<file path="src/design/ctmw_defines.vh">
// constants for the transceiver mode and wake control block
`ifndef CTMW_DEFINES_VH
`define CTMW_DEFINES_VH
`define CTMW_CLK_MHZ          125
`define CTMW_OFF_CTRL         4'h0
`define CTMW_OFF_STATUS       4'h4
`define CTMW_OFF_IRQ_STAT     4'h8
`define CTMW_OFF_IRQ_MASK     4'hC
`define CTMW_TRX_OFF          2'h0
`define CTMW_TRX_WAKE         2'h1
`define CTMW_TRX_NORMAL       2'h2
`define CTMW_TRX_RXONLY       2'h3
`define CTMW_DEV_NORMAL       3'h0
`define CTMW_DEV_STOP         3'h1
`define CTMW_DEV_SLEEP        3'h2
`define CTMW_DEV_RESTART      3'h3
`define CTMW_DEV_FAILSAFE     3'h4
`define CTMW_EN_TIME_NS       2000
`define CTMW_WAKE_MIN_NS      500
`define CTMW_WAKE_MAX_NS      1800
`define CTMW_EN_CYC           ((`CTMW_EN_TIME_NS * `CTMW_CLK_MHZ + 999) / 1000)
`define CTMW_WAKE_MIN_CYC     ((`CTMW_WAKE_MIN_NS * `CTMW_CLK_MHZ + 999) / 1000)
`define CTMW_WAKE_MAX_CYC     ((`CTMW_WAKE_MAX_NS * `CTMW_CLK_MHZ) / 1000)
`define CTMW_CNT_W            12
`define CTMW_IRQ_WAKE_BIT     0
`define CTMW_IRQ_REFUSED_BIT  1
`endif

</file>
<file path="src/design/ctmw_top.v">
// transceiver mode and wake control with wishbone registers
//
// The implementer's own choices: the placing of the registers and the Wishbone register port.
`timescale 1ns/1ps
`include "ctmw_defines.vh"
module ctmw_top (
  input  wire        clock,
  input  wire        srst,
  input  wire        wb_cyc_i,
  input  wire        wb_stb_i,
  input  wire        wb_we_i,
  input  wire [3:0]  wb_adr_i,
  input  wire [3:0]  wb_sel_i,
  input  wire [31:0] wb_dat_i,
  output reg  [31:0] wb_dat_o,
  output reg         wb_ack_o,
  input  wire [2:0]  dev_mode_in,
  input  wire        tx_data_in,
  input  wire        bus_rx_in,
  input  wire        transceiver_supply,
  output reg         bus_tx_dominant,
  output reg         rx_data_out,
  output reg         interrupt_out_n,
  output reg         irq,
  output reg         restart_req
);
  localparam S_IDLE = 2'h0;
  localparam S_DOM1 = 2'h1;
  localparam S_REC  = 2'h2;
  localparam S_DOM2 = 2'h3;

  reg  [1:0]             trx_mode;
  reg  [2:0]             dev_mode_q;
  reg                    woken;
  reg                    wake_status_register;
  reg  [1:0]             irq_stat;
  reg  [1:0]             irq_mask;
  reg  [1:0]             wstate;
  reg                    bus_q;
  reg  [`CTMW_CNT_W-1:0] en_cnt;
  reg                    tx_armed;
  wire [`CTMW_CNT_W-1:0] phase_cnt;
  reg  [1:0]             next_mode;
  reg                    next_refused;
  reg  [1:0]             next_wstate;
  reg                    next_hit;

  function reg_write_hit;
    input       req;
    input       we;
    input       sel0;
    input [3:0] adr;
    input [3:0] offset;
    begin
      reg_write_hit = req & we & sel0 & (adr == offset);
    end
  endfunction

  // a phase at or past the ceiling is too slow to be part of a wake pattern
  function phase_expired;
    input [`CTMW_CNT_W-1:0] cnt;
    begin
      phase_expired = (cnt >= `CTMW_WAKE_MAX_CYC - 1);
    end
  endfunction

  function rearm_target;
    input [2:0] dev;
    begin
      case (dev)
        `CTMW_DEV_STOP,
        `CTMW_DEV_SLEEP,
        `CTMW_DEV_FAILSAFE: rearm_target = 1'b1;
        default:            rearm_target = 1'b0;
      endcase
    end
  endfunction

  wire wb_req   = wb_cyc_i & wb_stb_i & ~wb_ack_o;
  wire wr_ctrl  = reg_write_hit(wb_req, wb_we_i, wb_sel_i[0], wb_adr_i, `CTMW_OFF_CTRL);
  wire wr_stat  = reg_write_hit(wb_req, wb_we_i, wb_sel_i[0], wb_adr_i, `CTMW_OFF_IRQ_STAT);
  wire wr_mask  = reg_write_hit(wb_req, wb_we_i, wb_sel_i[0], wb_adr_i, `CTMW_OFF_IRQ_MASK);
  wire fs_entry = (dev_mode_in == `CTMW_DEV_FAILSAFE) && (dev_mode_q != `CTMW_DEV_FAILSAFE);
  // only a change of device mode rearms; staying in Stop must not keep clearing a wake
  wire rearm_dev = (dev_mode_in != dev_mode_q) && rearm_target(dev_mode_in);
  wire bus_edge = bus_rx_in ^ bus_q;
  wire cnt_ok   = (phase_cnt >= `CTMW_WAKE_MIN_CYC - 1);

  function mode_allowed;
    input [1:0] mode;
    input [2:0] dev;
    begin
      case (mode)
        `CTMW_TRX_OFF:    mode_allowed = 1'b1;
        `CTMW_TRX_NORMAL,
        `CTMW_TRX_RXONLY: mode_allowed = (dev == `CTMW_DEV_NORMAL) || (dev == `CTMW_DEV_STOP);
        default:          mode_allowed = (dev != `CTMW_DEV_FAILSAFE);
      endcase
    end
  endfunction

  ctmw_phase_timer u_timer (
    .clock   (clock),
    .srst    (srst),
    .restart (bus_edge || wstate == S_IDLE),
    .count   (phase_cnt)
  );

  always @* begin
    next_mode    = trx_mode;
    next_refused = 1'b0;
    if (fs_entry) begin
      next_mode = `CTMW_TRX_WAKE;
    end else if (wr_ctrl) begin
      if (mode_allowed(wb_dat_i[1:0], dev_mode_in)) begin
        next_mode = wb_dat_i[1:0];
      end else begin
        next_refused = 1'b1;
      end
    end
  end

  // bus_rx_in high is recessive; a phase ends on an edge
  always @* begin
    next_wstate = wstate;
    next_hit    = 1'b0;
    case (wstate)
      S_IDLE: begin
        if (!bus_rx_in) begin
          next_wstate = S_DOM1;
        end
      end
      S_DOM1, S_REC: begin
        if (phase_expired(phase_cnt)) begin
          next_wstate = S_IDLE;
        end else if (bus_edge) begin
          next_wstate = cnt_ok ? wstate + 2'h1 : S_IDLE;
        end
      end
      S_DOM2: begin
        if (phase_expired(phase_cnt)) begin
          next_wstate = S_IDLE;
        end else if (bus_edge) begin
          next_wstate = S_IDLE;
          next_hit    = cnt_ok;
        end
      end
      default: next_wstate = S_IDLE;
    endcase
  end

  always @(posedge clock) begin
    if (srst) begin
      trx_mode   <= `CTMW_TRX_OFF;
      dev_mode_q <= `CTMW_DEV_NORMAL;
      bus_q      <= 1'b1;
    end else begin
      trx_mode   <= next_mode;
      dev_mode_q <= dev_mode_in;
      bus_q      <= bus_rx_in;
    end
  end

  // detector only runs while wake capable and not yet woken
  always @(posedge clock) begin
    if (srst) begin
      wstate <= S_IDLE;
    end else if (trx_mode != `CTMW_TRX_WAKE || woken) begin
      wstate <= S_IDLE;
    end else begin
      wstate <= next_wstate;
    end
  end

  always @(posedge clock) begin
    if (srst) begin
      woken <= 1'b0;
    end else if (next_mode != trx_mode || rearm_dev) begin
      woken <= 1'b0;
    end else if (next_hit && trx_mode == `CTMW_TRX_WAKE && !woken) begin
      woken <= 1'b1;
    end
  end

  // delay restarts on every entry to normal, so a quick toggle cannot skip it
  always @(posedge clock) begin
    if (srst) begin
      en_cnt   <= {`CTMW_CNT_W{1'b0}};
      tx_armed <= 1'b0;
    end else if (next_mode != `CTMW_TRX_NORMAL || trx_mode != `CTMW_TRX_NORMAL) begin
      en_cnt   <= {`CTMW_CNT_W{1'b0}};
      tx_armed <= 1'b0;
    end else if (en_cnt < `CTMW_EN_CYC) begin
      en_cnt <= en_cnt + 1'b1;
    end else if (tx_data_in) begin
      tx_armed <= 1'b1;
    end
  end

  wire wake_hit = next_hit && trx_mode == `CTMW_TRX_WAKE && !woken && wstate == S_DOM2 &&
                  next_mode == trx_mode && !rearm_dev;
  wire wake_irq = wake_hit && (dev_mode_in == `CTMW_DEV_NORMAL || dev_mode_in == `CTMW_DEV_STOP);

  // set wins over a write-one clear in the same cycle
  always @(posedge clock) begin
    if (srst) begin
      wake_status_register <= 1'b0;
    end else if (wake_hit) begin
      wake_status_register <= 1'b1;
    end else if (wr_stat && wb_dat_i[8]) begin
      wake_status_register <= 1'b0;
    end
  end

  always @(posedge clock) begin
    if (srst) begin
      irq_stat <= 2'h0;
    end else begin
      irq_stat[`CTMW_IRQ_WAKE_BIT] <= wake_irq |
        (irq_stat[`CTMW_IRQ_WAKE_BIT] & ~(wr_stat & wb_dat_i[`CTMW_IRQ_WAKE_BIT]));
      irq_stat[`CTMW_IRQ_REFUSED_BIT] <= next_refused |
        (irq_stat[`CTMW_IRQ_REFUSED_BIT] & ~(wr_stat & wb_dat_i[`CTMW_IRQ_REFUSED_BIT]));
    end
  end

  always @(posedge clock) begin
    if (srst) begin
      irq_mask <= 2'h0;
    end else if (wr_mask) begin
      irq_mask <= wb_dat_i[1:0];
    end
  end

  always @(posedge clock) begin
    if (srst) begin
      restart_req <= 1'b0;
    end else begin
      restart_req <= wake_hit && (dev_mode_in == `CTMW_DEV_SLEEP);
    end
  end

  // outputs registered; one clock of latency is far below a 2 Mbaud bit
  always @(posedge clock) begin
    if (srst) begin
      bus_tx_dominant <= 1'b0;
    end else begin
      bus_tx_dominant <= (trx_mode == `CTMW_TRX_NORMAL) && tx_armed && !tx_data_in;
    end
  end

  always @(posedge clock) begin
    if (srst) begin
      rx_data_out <= 1'b1;
    end else if (trx_mode == `CTMW_TRX_NORMAL || trx_mode == `CTMW_TRX_RXONLY) begin
      rx_data_out <= bus_rx_in;
    end else if (trx_mode == `CTMW_TRX_WAKE) begin
      rx_data_out <= ~(woken | wake_hit);
    end else begin
      rx_data_out <= 1'b1;
    end
  end

  // a wake in device Normal or Stop pulls the pin at once; any status bit enabled in irq_mask also pulls it low
  always @(posedge clock) begin
    if (srst) begin
      interrupt_out_n <= 1'b1;
      irq             <= 1'b0;
    end else begin
      interrupt_out_n <= ~(|(irq_stat & irq_mask) | wake_irq);
      irq             <= |(irq_stat & irq_mask);
    end
  end

  // classic wishbone slave: ack one cycle after request, unmapped reads zero
  always @(posedge clock) begin
    if (srst) begin
      wb_ack_o <= 1'b0;
      wb_dat_o <= 32'h0000_0000;
    end else begin
      wb_ack_o <= wb_req;
      wb_dat_o <= 32'h0000_0000;
      if (wb_req && !wb_we_i) begin
        case (wb_adr_i)
          `CTMW_OFF_CTRL:     wb_dat_o <= {30'h0000_0000, trx_mode};
          `CTMW_OFF_STATUS:   wb_dat_o <= {24'h00_0000, tx_armed, woken, dev_mode_q, wstate,
                                           transceiver_supply};
          `CTMW_OFF_IRQ_STAT: wb_dat_o <= {23'h00_0000, wake_status_register, 6'h00, irq_stat};
          `CTMW_OFF_IRQ_MASK: wb_dat_o <= {30'h0000_0000, irq_mask};
          default:            wb_dat_o <= 32'h0000_0000;
        endcase
      end
    end
  end
endmodule // ctmw_top

</file>
<file path="src/design/ctmw_phase_timer.v">
// phase length counter for the wake pattern detector
`timescale 1ns/1ps
`include "ctmw_defines.vh"
module ctmw_phase_timer (
  input  wire                   clock,
  input  wire                   srst,
  input  wire                   restart,
  output reg  [`CTMW_CNT_W-1:0] count
);
  // saturates so a long idle never wraps into a valid phase
  always @(posedge clock) begin
    if (srst || restart) begin
      count <= {`CTMW_CNT_W{1'b0}};
    end else if (count != {`CTMW_CNT_W{1'b1}}) begin
      count <= count + 1'b1;
    end
  end
endmodule // ctmw_phase_timer

</file>
<file path="config.mk">
export PLATFORM = sky130hd
export DESIGN_NAME = ctmw_top
export DESIGN_NICKNAME = d
export VERILOG_FILES = /design/src/design/ctmw_top.v /design/src/design/ctmw_phase_timer.v
export VERILOG_INCLUDE_DIRS = /design/src /design/src/design
export SDC_FILE = /design/constraint.sdc
export NUM_CORES = 1
export LEC_CHECK = 0
export ABC_AREA = 1
export BUFFER_PORTS_ARGS = -buffer_cell sky130_fd_sc_hd__buf_2
export CORE_ASPECT_RATIO = 1.25
export CORE_MARGIN = 2
export CORE_UTILIZATION = 54
export DETAILED_ROUTE_END_ITERATION = 10
export PLACE_DENSITY = 0.84
export SLEW_MARGIN = 20
export SYNTH_ARGS = -nofsm -noshare
export SYNTH_HDL_FRONTEND = slang
export SYNTH_SLANG_ARGS = --single-unit
</file>
<file path="constraint.sdc">
create_clock -name clock -period 3.6 [get_ports clock]
set_input_delay 0.36 -clock clock [delete_from_list [all_inputs] [get_ports clock]]
set_output_delay 0.36 -clock clock [all_outputs]
set_load 0.05 [all_outputs]
</file>
# After elaboration in Yosys (flattened, before gate mapping)
# Index checks and enable logic that the tools add are counted.
[word_totals] ff_bits=77 input_bits=51 out_inout_bits=38 wordCells=138
[classes] mux=25 n_reduce_logical=39 add_sub_neg=3 order_cmp=3 bitwise_logic=24 n_eq_ne=26
[op_table] cell="9-bit case mux with 4 select lines" count=1
[op_table] cell="12-bit by 1-bit adder with 12-bit output, second input constant" count=2
[op_table] cell="2-bit 2-to-1 mux" count=9
[op_table] cell="2-bit OR reduction" count=7
[op_table] cell="1-bit logical AND" count=13
[op_table] cell="1-bit 2-to-1 mux" count=13
[op_table] cell="2-bit == test, second input constant" count=6
[op_table] cell="12-bit by 6-bit >= comparator with 1-bit output, second input constant" count=1
[op_table] cell="12-bit by 8-bit >= comparator with 1-bit output, second input constant" count=1
[op_table] cell="12-bit by 8-bit < comparator with 1-bit output, second input constant" count=1
[op_table] cell="12-bit != test, second input constant" count=1
[op_table] cell="3-bit != test, second input constant" count=4
[op_table] cell="1-bit AND" count=11
[op_table] cell="4-bit == test, second input constant" count=2
[op_table] cell="1-bit logical OR" count=7
[op_table] cell="1-bit inverter" count=7
[op_table] cell="2-bit != test, second input constant" count=3
[op_table] cell="2-bit case mux with 3 select lines" count=1
[op_table] cell="2-bit by 1-bit == test with 1-bit output, second input constant" count=2
[op_table] cell="4-bit by 3-bit == test with 1-bit output, second input constant" count=1
[op_table] cell="1-bit zero test" count=4
[op_table] cell="2-bit zero test" count=2
[op_table] cell="4-bit zero test" count=1
[op_table] cell="1-bit bitwise OR" count=4
[op_table] cell="other kinds (16)" count=16

# Depth between registers and ports, before layout
# Gate-level depths: netlist of run 1.
[depth] depth_word=17 mapped_depth=12 ltp_nobuf=12

# Cells and area by module
# A second synthesis of run 1 with hierarchy kept.
[unflattened] cells_unflattened=389 area_unflattened_um2=2786.4
[modules_own_cells] module="ctmw_top" n_inst=1 cells_each=296 seq_area_each_um2=840.8 area_per_inst_um2=2160.8
[modules_own_cells] module="ctmw_phase_timer" n_inst=1 cells_each=93 seq_area_each_um2=240.2 area_per_inst_um2=625.6

# Worst setup path after synthesis of run 1
# Ideal clock, no wire load.
[synth_path] path_kind="register -> register" start="register wb_ack_o" end="register en_cnt[5]" slack_ns=2.024 setup_ns=0.127 synth_period_minus_slack_ns=1.576 path_stages_with_launch=11 path_buffers=1 required_time_ns=3.473 arrival_time_ns=1.450 path_cell_list="dfxtp_1 -> inv_1 -> nand3_1 -> nor2_1 -> nand2_1 -> nor2_2 -> o211ai_2 -> nor2_4 -> nand3_2 -> buf_6 -> nor3_2"
[synth_via] elab_chain_len=10
[synth_rtl] element="start: declaration" line="ctmw_top.v:16" source="output reg wb_ack_o,"
[synth_rtl] element="start signal: assignment" line="ctmw_top.v:280" source="wb_ack_o <= wb_req;"
[synth_rtl] element="1-bit inverter" line="ctmw_top.v:79" source="wire wb_req = wb_cyc_i & wb_stb_i & ~wb_ack_o;"
[synth_rtl] element="1-bit AND" line="ctmw_top.v:79"
[synth_rtl] element="1-bit AND (3 in a row)" line="ctmw_top.v:55" source="reg_write_hit = req & we & sel0 & (adr == offset);"
[synth_rtl] element="2-bit 2-to-1 mux" line="ctmw_top.v:114" source="end else if (wr_ctrl) begin"
[synth_rtl] element="2-bit 2-to-1 mux" line="ctmw_top.v:112" source="if (fs_entry) begin"
[synth_rtl] element="2-bit != test (no line)"
[synth_rtl] element="1-bit logical OR (no line)"
[synth_rtl] element="2-bit OR reduction (no line)"
[synth_rtl] element="end signal: assignment" line="ctmw_top.v:188" source="en_cnt <= {`CTMW_CNT_W{1'b0}};"
[synth_rtl] element="end signal: assignment" line="ctmw_top.v:191" source="en_cnt <= {`CTMW_CNT_W{1'b0}};"
[synth_rtl] element="end signal: assignment" line="ctmw_top.v:194" source="en_cnt <= en_cnt + 1'b1;"
[synth_rtl] element="end: declaration" line="ctmw_top.v:40" source="reg [`CTMW_CNT_W-1:0] en_cnt;"
# Every way passes these cells.
# A chain may end at the register's enable or synchronous reset.

# Final worst setup path of run 1
[layout_path] start="register wstate[1]" end="register u_timer.count[11]"
[layout_via] elab_chain_len=3
[layout_rtl] element="start: declaration" line="ctmw_top.v:38" source="reg [1:0] wstate;"
[layout_rtl] element="start signal: assignment" line="ctmw_top.v:171" source="wstate <= next_wstate;"
[layout_rtl] element="2-bit zero test" line="ctmw_top.v:105" source=".restart (bus_edge || wstate == S_IDLE),"
[layout_rtl] element="1-bit logical OR" line="ctmw_top.v:105"
[layout_rtl] element="1-bit logical OR" line="ctmw_phase_timer.v:12" source="if (srst || restart) begin"
[layout_rtl] element="end signal: assignment" line="ctmw_phase_timer.v:13" source="count <= {`CTMW_CNT_W{1'b0}};"
[layout_rtl] element="end signal: assignment" line="ctmw_phase_timer.v:15" source="count <= count + 1'b1;"
[layout_rtl] element="end: declaration" line="ctmw_phase_timer.v:8" source="output reg [`CTMW_CNT_W-1:0] count"
# Every way passes these cells.

==> results of run 1 <==
routing by layer:
layer / vias up / part of all wire (%)
li1: 1202 / -
met1: 1026 / 40
met2: 74 / 52
met3: 14 / 5.1
met4: 0 / 3.1
met5: - / 0
placed cells by master, fill, tap and decap left out, drive strengths merged:
cell type	count
o31ai	1
bufinv	1
a21oi	25
o22ai	1
o211ai	4
xnor2	4
a211oi	2
a41oi	1
nor3	23
a31oi	2
clkinv	1
ha	5
nor4	3
nand2	61
buf	33
nor2	44
o21ai	17
xor2	3
inv	65
dfxtp	54
nand4	4
nand3	22
conb	23
or2	2
clkbuf	5
final cells by class:
class / count / area [um^2] / share of cell area, %
inverter: 64 / 240.2 / 8.136
clock inverter: 3 / 43.79 / 1.483
tap: 60 / 75.07 / 2.542
clock buffer: 5 / 68.82 / 2.331
timing repair buffer: 33 / 165.2 / 5.593
sequential: 54 / 1081 / 36.61
multi-input combinational: 247 / 1279 / 43.31
where the power goes:
part / internal [mW] / switching, mW / total [mW]
clock network: 0.209 / 0.200 / 0.409
logic: 0.0214 / 0.0927 / 0.114
registers: 0.601 / 0.00306 / 0.604
total: 0.831 / 0.296 / 1.13
sequential cells by signal, summed over array words and instances (netlist names), 2 cells and up:
register	flops
dev_mode_q	3
en_cnt	12
u_timer.count	12
irq_mask	2
wb_dat_o	9
wstate	2
trx_mode	2
irq_stat	2
worst max-delay path, stage by stage, from the launching register on:
cell	delay, ps
sky130_fd_sc_hd__dfxtp_1	380
sky130_fd_sc_hd__inv_1	90
sky130_fd_sc_hd__ha_1	200
sky130_fd_sc_hd__nor3_1	510
sky130_fd_sc_hd__inv_1	280
sky130_fd_sc_hd__a211oi_1	260
cells by family (layout without fill, tap and decap cells):
family,after synthesis,in the layout,share of synthesized area [%]
compound gates,53,53,11.47
xor+xnor,7,7,2.266
fa+ha+maj,5,5,2.313
buf+inv,89,105,15.82
flops,54,54,39.96
other cells,1,23,0.1386
simple gates,159,159,28.03
how the worst max path moves through the flow:
| stage | start | to | slack (ps) | cells past startpoint |
|---|---|---|---|---|
| floorplan | wb_ack_o$_SDFF_PP0_ | en_cnt[5]$_SDFFE_PP0P_ | 2020 | 10 |
| global placement | dev_mode_in[2] | en_cnt[3]$_SDFFE_PP0P_ | 1730 | 10 |
| detailed placement | dev_mode_in[2] | en_cnt[3]$_SDFFE_PP0P_ | 1680 | 10 |
| CTS | wstate[0]$_SDFFE_PP0P_ | u_timer.count[1]$_SDFFE_PP0P_ | 1790 | 5 |
| global route | wstate[0]$_SDFFE_PP0P_ | u_timer.count[1]$_SDFFE_PP0P_ | 1580 | 5 |
| finish | wstate[1]$_SDFFE_PP0P_ | u_timer.count[11]$_SDFFE_PP0P_ | 1810 | 5 |
metrics by stage:
stage | power, mW | setup slack, ps
after floorplan | 0.7256 | 2024
after global placement | 0.7292 | 1729
after detailed placement | 0.7307 | 1685
after CTS | 1.132 | 1790
after global routing | 1.163 | 1581
final | 1.127 | 1813
==> flow_summary.ini, run 1 <==
[drt]
detailedRoute.firstIterationViolations = 164
postRouteWirelength_um = 5132
ant_nets = 0
drtPass1Iterations = 6
post-route-drc-count = 0
detail_route.wl_per_cell_um = 11.01
detail_route.vias_per_cell = 4.970
vias = 2316

[worst_setup_path]
worst-r2r-cell-count = 5
critPathLaunchType = register
timing.critical_path.required_ps = 3830
worst-setup-path-type = register to register
worst_reg_to_reg_setup_slack_ps = 1810
r2r_end = u_timer.count[11]$_SDFFE_PP0P_
path_max_fanout = 7
endpoint_arrival_time_on_the_critical_path_ps = 2010
timing.rr.start = wstate[1]$_SDFFE_PP0P_
endpoint_kind = register

[finish]
fin_cells = 466
flow.area_growth_from_synthesis_pct = 9.158
final_area_um2 = 2953
final_layout_size_suffix_gt1_share_pct = 17.98
num-nets-final = 461
utilization_pct = 61.97
number_of_filler_instances_in_the_final_layout = 445
diodes = 0

[logic_synthesis]
synth.yosys.warnings = 0
yosysTopAreaCell = sky130_fd_sc_hd__dfxtp_1
synth_most_common_cell = sky130_fd_sc_hd__nand2_1
post_synth_inst_count = 368
synth.top_cells.by_area = sky130_fd_sc_hd__dfxtp_1 40%, sky130_fd_sc_hd__nand2_1 8.5%, sky130_fd_sc_hd__inv_1 7.9%
register_bit_total_from_synthesis = 54
yosys_most_used_dff = sky130_fd_sc_hd__dfxtp_1
netlist-cell-type-count = 33
synth_area_per_cell_um2 = 7.351
ys_top_cells_by_count = 61 x sky130_fd_sc_hd__nand2_1, 57 x sky130_fd_sc_hd__inv_1, 54 x sky130_fd_sc_hd__dfxtp_1, 34 x sky130_fd_sc_hd__nor2_1, 23 x sky130_fd_sc_hd__buf_4
netlist_area_um2 = 2705
synth.top_cell.area_share_pct = 39.96
async_flop_share_pct = 0
synth_sequential_area_ratio_pct = 39.96
edff_count_synth = 0

[clocking]
cts_inserted_buffers = 5
path_clk_slew_ps = 100
post-cts-setup-buffer-count = 0
ctsLongestPathBuffers = 2
clock_tree_from_tritoncts = built
worst_skew_pair.late_latency_ps = 310
post_cts_resize_count = 0
post_cts_hold_buffer_count = 0
ctsRootBufferMaster = sky130_fd_sc_hd__clkbuf_8
h_tree_depth = 2
clock_sink_count = 54

[outcome]
outcome = finished clean

[grt]
global_route.usage.met3_pct = 3.930
grt_most_used_layer = met2
initial_antenna_violation_count = 0
globalRouteMet1Util_pct = 19.14
grt-ovfl-total = 0
grt.met2_usage_pct = 34.38
grt_use_total_pct = 18.66
grt_first_pass_wirelength_um = 8245
grt_max_degree = 18
number_of_global_route_vias_before_repair = 2067

[sta]
setup_repair_after_global_routing_missed_its_margin = false
max_freq_mhz = 559.5
slew_violations = 0
layout_worst_path_cycle_share_pct = 49.65
max_transition_margin_pct = 59.14
max_slew.worst_pin.slew_ps = 608.3
hold_ws_ps = 230.5
timing.final.crit_period_ps = 1787
totalNegativeSetupSlack_ps = 0
finClkSkew_ps = 3.867
setup-violations-final = 0
timing.final.hold_violations = 0

[floorplan]
core_area_um2 = 4765
fp.dieW_um = 67.31
total_number_of_placement_rows = 28
floorplan.initialDensity_pct = 56.78
die-area_um2 = 5595
die_height_um = 83.13
pin_count = 89

[placed_design]
placedCellCount = 458
placement.io_buffers = 33
detailed_place.area_um2 = 2840
place_hpwl_um = 3951
gp_routability_congestion = 0.9234

[power]
power.static_leakage_nw = 1.204
power.ir.vdd_worst_mv = 0.2008
power_per_cell_area_nw_per_um2 = 381.7

[job]
timing.max_cap.violations = 0

[hold_path]
hold_path_end = bus_tx_dominant$_SDFF_PP0_
hold_depth = 2
worst_hold_path_type = primary input to register
hold_crit_start = tx_data_in
Note: power is estimated with default switching activity, not from simulation.
==> run 2, diff against run 1 <==
CORE_UTILIZATION = 50   (was 54)
PLACE_DENSITY = 0.79   (was 0.84)
clock period = 1.75 ns   (was 3.6 ns; I/O delays follow)
==> flow_summary.ini, run 2 (synthesis gave the netlist of run 1 again) <==
[grt]
grt_first_pass_wirelength_um = 8424
number_of_global_route_vias_before_repair = 2096
grt_use_total_pct = 16.91
grt-ovfl-total = 0
grt_max_degree = 16
initial_antenna_violation_count = 0

[finish]
largest_registers = en_cnt: 12 flops, u_timer.count: 12 flops, wb_dat_o: 9 flops
most-common-layout-cells = 60 x sky130_fd_sc_hd__nand2_1, 57 x sky130_fd_sc_hd__inv_1, 54 x sky130_fd_sc_hd__dfxtp_1, 33 x sky130_fd_sc_hd__nor2_1, 33 x sky130_fd_sc_hd__buf_2
final_layout_size_suffix_gt1_share_pct = 19.12
layout.cells.most_common = sky130_fd_sc_hd__nand2_1
number_of_filler_instances_in_the_final_layout = 498
num-nets-final = 464
flow.area_growth_from_synthesis_pct = 10.18
utilization_pct = 57.84
diodes = 0

[drt]
postRouteWirelength_um = 5042
vias = 2306
detailedRoute.firstIterationViolations = 105
ant_nets = 0
detail_route.wl_per_cell_um = 10.73
drtPass1Iterations = 4
detail_route.vias_per_cell = 4.906
post-route-drc-count = 0

[floorplan]
fp.dieW_um = 69.79
total_number_of_placement_rows = 29
core_area_um2 = 5152
floorplan.initialDensity_pct = 52.50
pin_count = 89
die_height_um = 86.24
die-area_um2 = 6018

[sta]
slew_violations = 0
layout_worst_path_cycle_share_pct = 91.13
timing.final.crit_period_ps = 1595
setup-violations-final = 0
finClkSkew_ps = 2.385
max_freq_mhz = 627.0
timing.final.hold_violations = 0
setup_repair_after_global_routing_missed_its_margin = false
totalNegativeSetupSlack_ps = 0

[power]
power.static_leakage_nw = 1.205
power.switching_mw = 0.5765
switching_share_pct = 27.03
report.power.total_mw = 2.133
power_frac_comb_pct = 10.9
power.share.clock_pct = 30.8
power_per_cell_area_nw_per_um2 = 715.6
seq_power_share_pct = 58.2
cell_internal_pwr_mw = 1.556
power.ir.vdd_worst_mv = 0.2974

[worst_setup_path]
endpoint_kind = register
endpoint_arrival_time_on_the_critical_path_ps = 1790
worst-setup-path-type = register to register
path_max_fanout = 4
critPathLaunchType = register
timing.critical_path.required_ps = 1950

[job]
timing.max_cap.violations = 0

[clocking]
path_clk_slew_ps = 90
worst_skew_pair.late_latency_ps = 300
post_cts_resize_count = 0
post_cts_hold_buffer_count = 0
ctsLongestPathBuffers = 2
ctsRootBufferMaster = sky130_fd_sc_hd__clkbuf_8
cts_inserted_buffers = 5
h_tree_depth = 2
post-cts-setup-buffer-count = 0
clock_tree_from_tritoncts = built
clock_sink_count = 54

[outcome]
outcome = finished clean

[hold_path]
worst_hold_path_type = primary input to register

[placed_design]
gp_routability_congestion = 0.8803
placement.io_buffers = 33
place_hpwl_um = 3949
## run 2: changes by cell type in the layout (fill, tap and decap cells not counted), sizes merged
cell,before,now
buf,33,36
clkinvlp,0,1
inv,65,64
clkbuf,5,6
clkinv,1,0
bufinv,1,0
## run 2: final cells by class
type                    instances  area (um^2)  area share [%]
flip-flops and latches         54         1081           36.27
multi-input cells             247         1301           43.66
well taps                      62        77.57           2.603
clock buffers                   6        72.57           2.435
clock inverters                 1        7.507          0.2519
inverters                      64        240.2           8.060
repair buffers                 36        200.2           6.717
## run 2: routing by layer
metal  global-route usage [%]  up-vias  wire, um
met5                        0        -         0
li1                         -     1205         -
met1                    18.10     1024      2124
met2                    32.29       63      2555
met4                    6.119        0       125
met3                    3.837       14       237
## run 2: path summary, 6_finish.rpt
kind,start,endpoint,slack (ps),cells after the start
setup / recovery,wb_ack_o$_SDFF_PP0_,interrupt_out_n$_SDFF_PP1_,160,10
hold / removal,tx_data_in,bus_tx_dominant$_SDFF_PP0_,60,2
setup reg to reg,wb_ack_o$_SDFF_PP0_,interrupt_out_n$_SDFF_PP1_,160,10
hold reg to reg,en_cnt[7]$_SDFFE_PP0P_,en_cnt[7]$_SDFFE_PP0P_,460,2
## run 2: power groups by stage
stage | combinational, mW | clock (mW) | sequential [mW]
floorplan | 0.219 | 0 | 1.27
global placement | 0.231 | 0 | 1.27
detailed placement | 0.232 | 0 | 1.27
CTS | 0.233 | 0.677 | 1.24
finish | 0.233 | 0.657 | 1.24
global route | 0.252 | 0.717 | 1.24
## run 2: critical path, cell delays in order (launching register included)
cell	delay (ps)
sky130_fd_sc_hd__dfxtp_1	330
sky130_fd_sc_hd__nor2_1	100
sky130_fd_sc_hd__nand2_1	110
sky130_fd_sc_hd__nor2_2	180
sky130_fd_sc_hd__nand3_1	130
sky130_fd_sc_hd__nand3_1	140
sky130_fd_sc_hd__nand2_1	70
sky130_fd_sc_hd__nand2_1	90
sky130_fd_sc_hd__nand3_1	140
sky130_fd_sc_hd__nor2_1	150
sky130_fd_sc_hd__nor2_1	50
## run 2: metrics by stage
step	area, um^2	hold WS (ps)	instances	worst slack (ps)
floorplan	2788	247.1	390	173.6
global placement	2878	359.5	463	143.3
global route	2980	47.88	470	4.938
detailed placement	2878	378.2	463	104.9
CTS	2958	55.07	470	88.33
finish	2980	56.18	470	155.2
==> run 3, diff against run 2 <==
CORE_UTILIZATION = 52   (was 50)
CTS_BUF_LIST = sky130_fd_sc_hd__clkbuf_4   (was unset)
PLACE_DENSITY = 0.82   (was 0.79)
==> flow_summary.ini, run 3 (synthesis gave the netlist of run 1 again) <==
[clocking]
clock_sink_count = 54
h_tree_depth = 2
ctsLongestPathBuffers = 2
worst_skew_pair.late_latency_ps = 380
clock_tree_from_tritoncts = built
cts_inserted_buffers = 5
ctsRootBufferMaster = sky130_fd_sc_hd__clkbuf_4
post-cts-setup-buffer-count = 0
path_clk_slew_ps = 170

[hold_path]
hold_crit_start = dev_mode_in[1]
worst_hold_path_type = primary input to register
hold_path_end = dev_mode_q[1]$_SDFF_PP0_
hold_depth = 3

[sta]
max_freq_mhz = 639.4
layout_worst_path_cycle_share_pct = 89.37
timing.final.hold_violations = 0
finClkSkew_ps = 20.16
postLayoutSetupSlackWorst_ps = 186.1
setup_repair_after_global_routing_missed_its_margin = false
slew_violations = 0
setup-violations-final = 0
timing.final.crit_period_ps = 1564
totalNegativeSetupSlack_ps = 0

[worst_setup_path]
timing.critical_path.slowest_stage_cell = sky130_fd_sc_hd__dfxtp_1
cell_chain_of_the_critical_path = nor2_1, nand2_1, nor2_4, nand3_1, nand3_1, nand2_1, nand2_1, nand3_1, nor2_1, nor2_1
r2r_end = interrupt_out_n$_SDFF_PP1_
worst-r2r-cell-count = 10
critical_path.max_stage_delay_ps = 360
path_max_fanout = 4
endpoint_kind = register
critPathLaunchType = register
timing.rr.start = wb_ack_o$_SDFF_PP0_
worst-setup-path-type = register to register
cp-startpoint = wb_ack_o$_SDFF_PP0_
endpoint_arrival_time_on_the_critical_path_ps = 1850
timing.critical_path.required_ps = 2040
worst_reg_to_reg_setup_slack_ps = 190

[power]
power.share.clock_pct = 32.5
switching_share_pct = 27.37
seq_power_share_pct = 56.7
power.static_leakage_nw = 1.219
power.ir.vdd_worst_mv = 0.4075
power_per_cell_area_nw_per_um2 = 730.5
power.switching_mw = 0.6007
cell_internal_pwr_mw = 1.594
power_frac_comb_pct = 10.8

[floorplan]
total_number_of_placement_rows = 29
die_height_um = 84.64
floorplan.initialDensity_pct = 53.63
core_area_um2 = 5044
pin_count = 89
fp.dieW_um = 68.51
die-area_um2 = 5799

[finish]
largest_registers = en_cnt: 12 flops, u_timer.count: 12 flops, wb_dat_o: 9 flops
utilization_pct = 59.56
flow.area_growth_from_synthesis_pct = 11.05
diodes = 0
final_layout_size_suffix_gt1_share_pct = 20.24
final_area_um2 = 3004
num-nets-final = 465
layout.cells.most_common = sky130_fd_sc_hd__nand2_1
most-common-layout-cells = 60 x sky130_fd_sc_hd__nand2_1, 57 x sky130_fd_sc_hd__inv_1, 51 x sky130_fd_sc_hd__dfxtp_1, 33 x sky130_fd_sc_hd__nor2_1, 33 x sky130_fd_sc_hd__buf_2

[grt]
number_of_global_route_vias_before_repair = 2208
grt_first_pass_wirelength_um = 8749
grt_max_degree = 19
grt-ovfl-total = 0
initial_antenna_violation_count = 0
grt_use_total_pct = 19.62

[drt]
post-route-drc-count = 0
vias = 2354
detailedRoute.firstIterationViolations = 137
postRouteWirelength_um = 5285
detail_route.wl_per_cell_um = 11.20
ant_nets = 0
detail_route.vias_per_cell = 4.987
drtPass1Iterations = 4

[placed_design]
gp_routability_congestion = 0.8454
placement.io_buffers = 33
place_hpwl_um = 4028
detailed_place.area_um2 = 2878
pre_cts_slack_ps = 131.8

[outcome]
outcome = finished clean

[job]
timing.max_cap.violations = 0
run 3: how the worst max path moves through the flow:
stage	to	slack, ps	depth (start not counted)
floorplan	en_cnt[5]$_SDFFE_PP0P_	170	10
global placement	interrupt_out_n$_SDFF_PP1_	140	8
detailed placement	rx_data_out$_SDFF_PP1_	130	8
CTS	interrupt_out_n$_SDFF_PP1_	30	8
global route	u_timer.count[3]$_SDFFE_PP0P_	20	9
finish	interrupt_out_n$_SDFF_PP1_	190	10
run 3: timing repair:
item	4_1_cts	5_1_grt
hold buffers	1	0
endpoints found under the setup margin	0	14
endpoints found under the hold margin	1	0
gates resized for setup	0	10
run 3: metal layers:
| metal | up-vias | routed length, um | track usage [%] |
|---|---|---|---|
| met5 | - | 0 | 0 |
| met4 | 0 | 161 | 9.273 |
| met3 | 14 | 247 | 3.887 |
| met2 | 69 | 2803 | 36.71 |
| met1 | 1062 | 2071 | 19.56 |
| li1 | 1209 | - | - |
run 3: critical path, delay by kind of cell, from the launching register on:
| kind | cells | cell delay (ps) |
|---|---|---|
| DFF | 1 | 360 |
| and+or+nand+nor | 10 | 1100 |
run 3: final cells by class:
type	instances	area, um^2
inverters	64	240.2
clock buffers	5	37.54
clock inverters	3	47.55
multi-input cells	247	1306
fillers	479	2039
well taps	62	77.57
repair buffers	37	210.2
flip-flops and latches	54	1085
run 3: power by group through the flow:
stage / combinational, mW / sequential (mW) / clock [mW]
global route: 0.258 / 1.25 / 0.785
CTS: 0.236 / 1.24 / 0.737
detailed placement: 0.233 / 1.27 / 0
floorplan: 0.219 / 1.27 / 0
global placement: 0.230 / 1.27 / 0
finish: 0.238 / 1.24 / 0.712
run 3: per-stage QoR:
stage	cells	total power [mW]	hold slack (ps)
floorplan	390	1.493	247.1
global placement	463	1.501	363.9
detailed placement	463	1.503	369.1
CTS	472	2.218	17.58
global route	472	2.289	26.53
finish	472	2.195	26.88
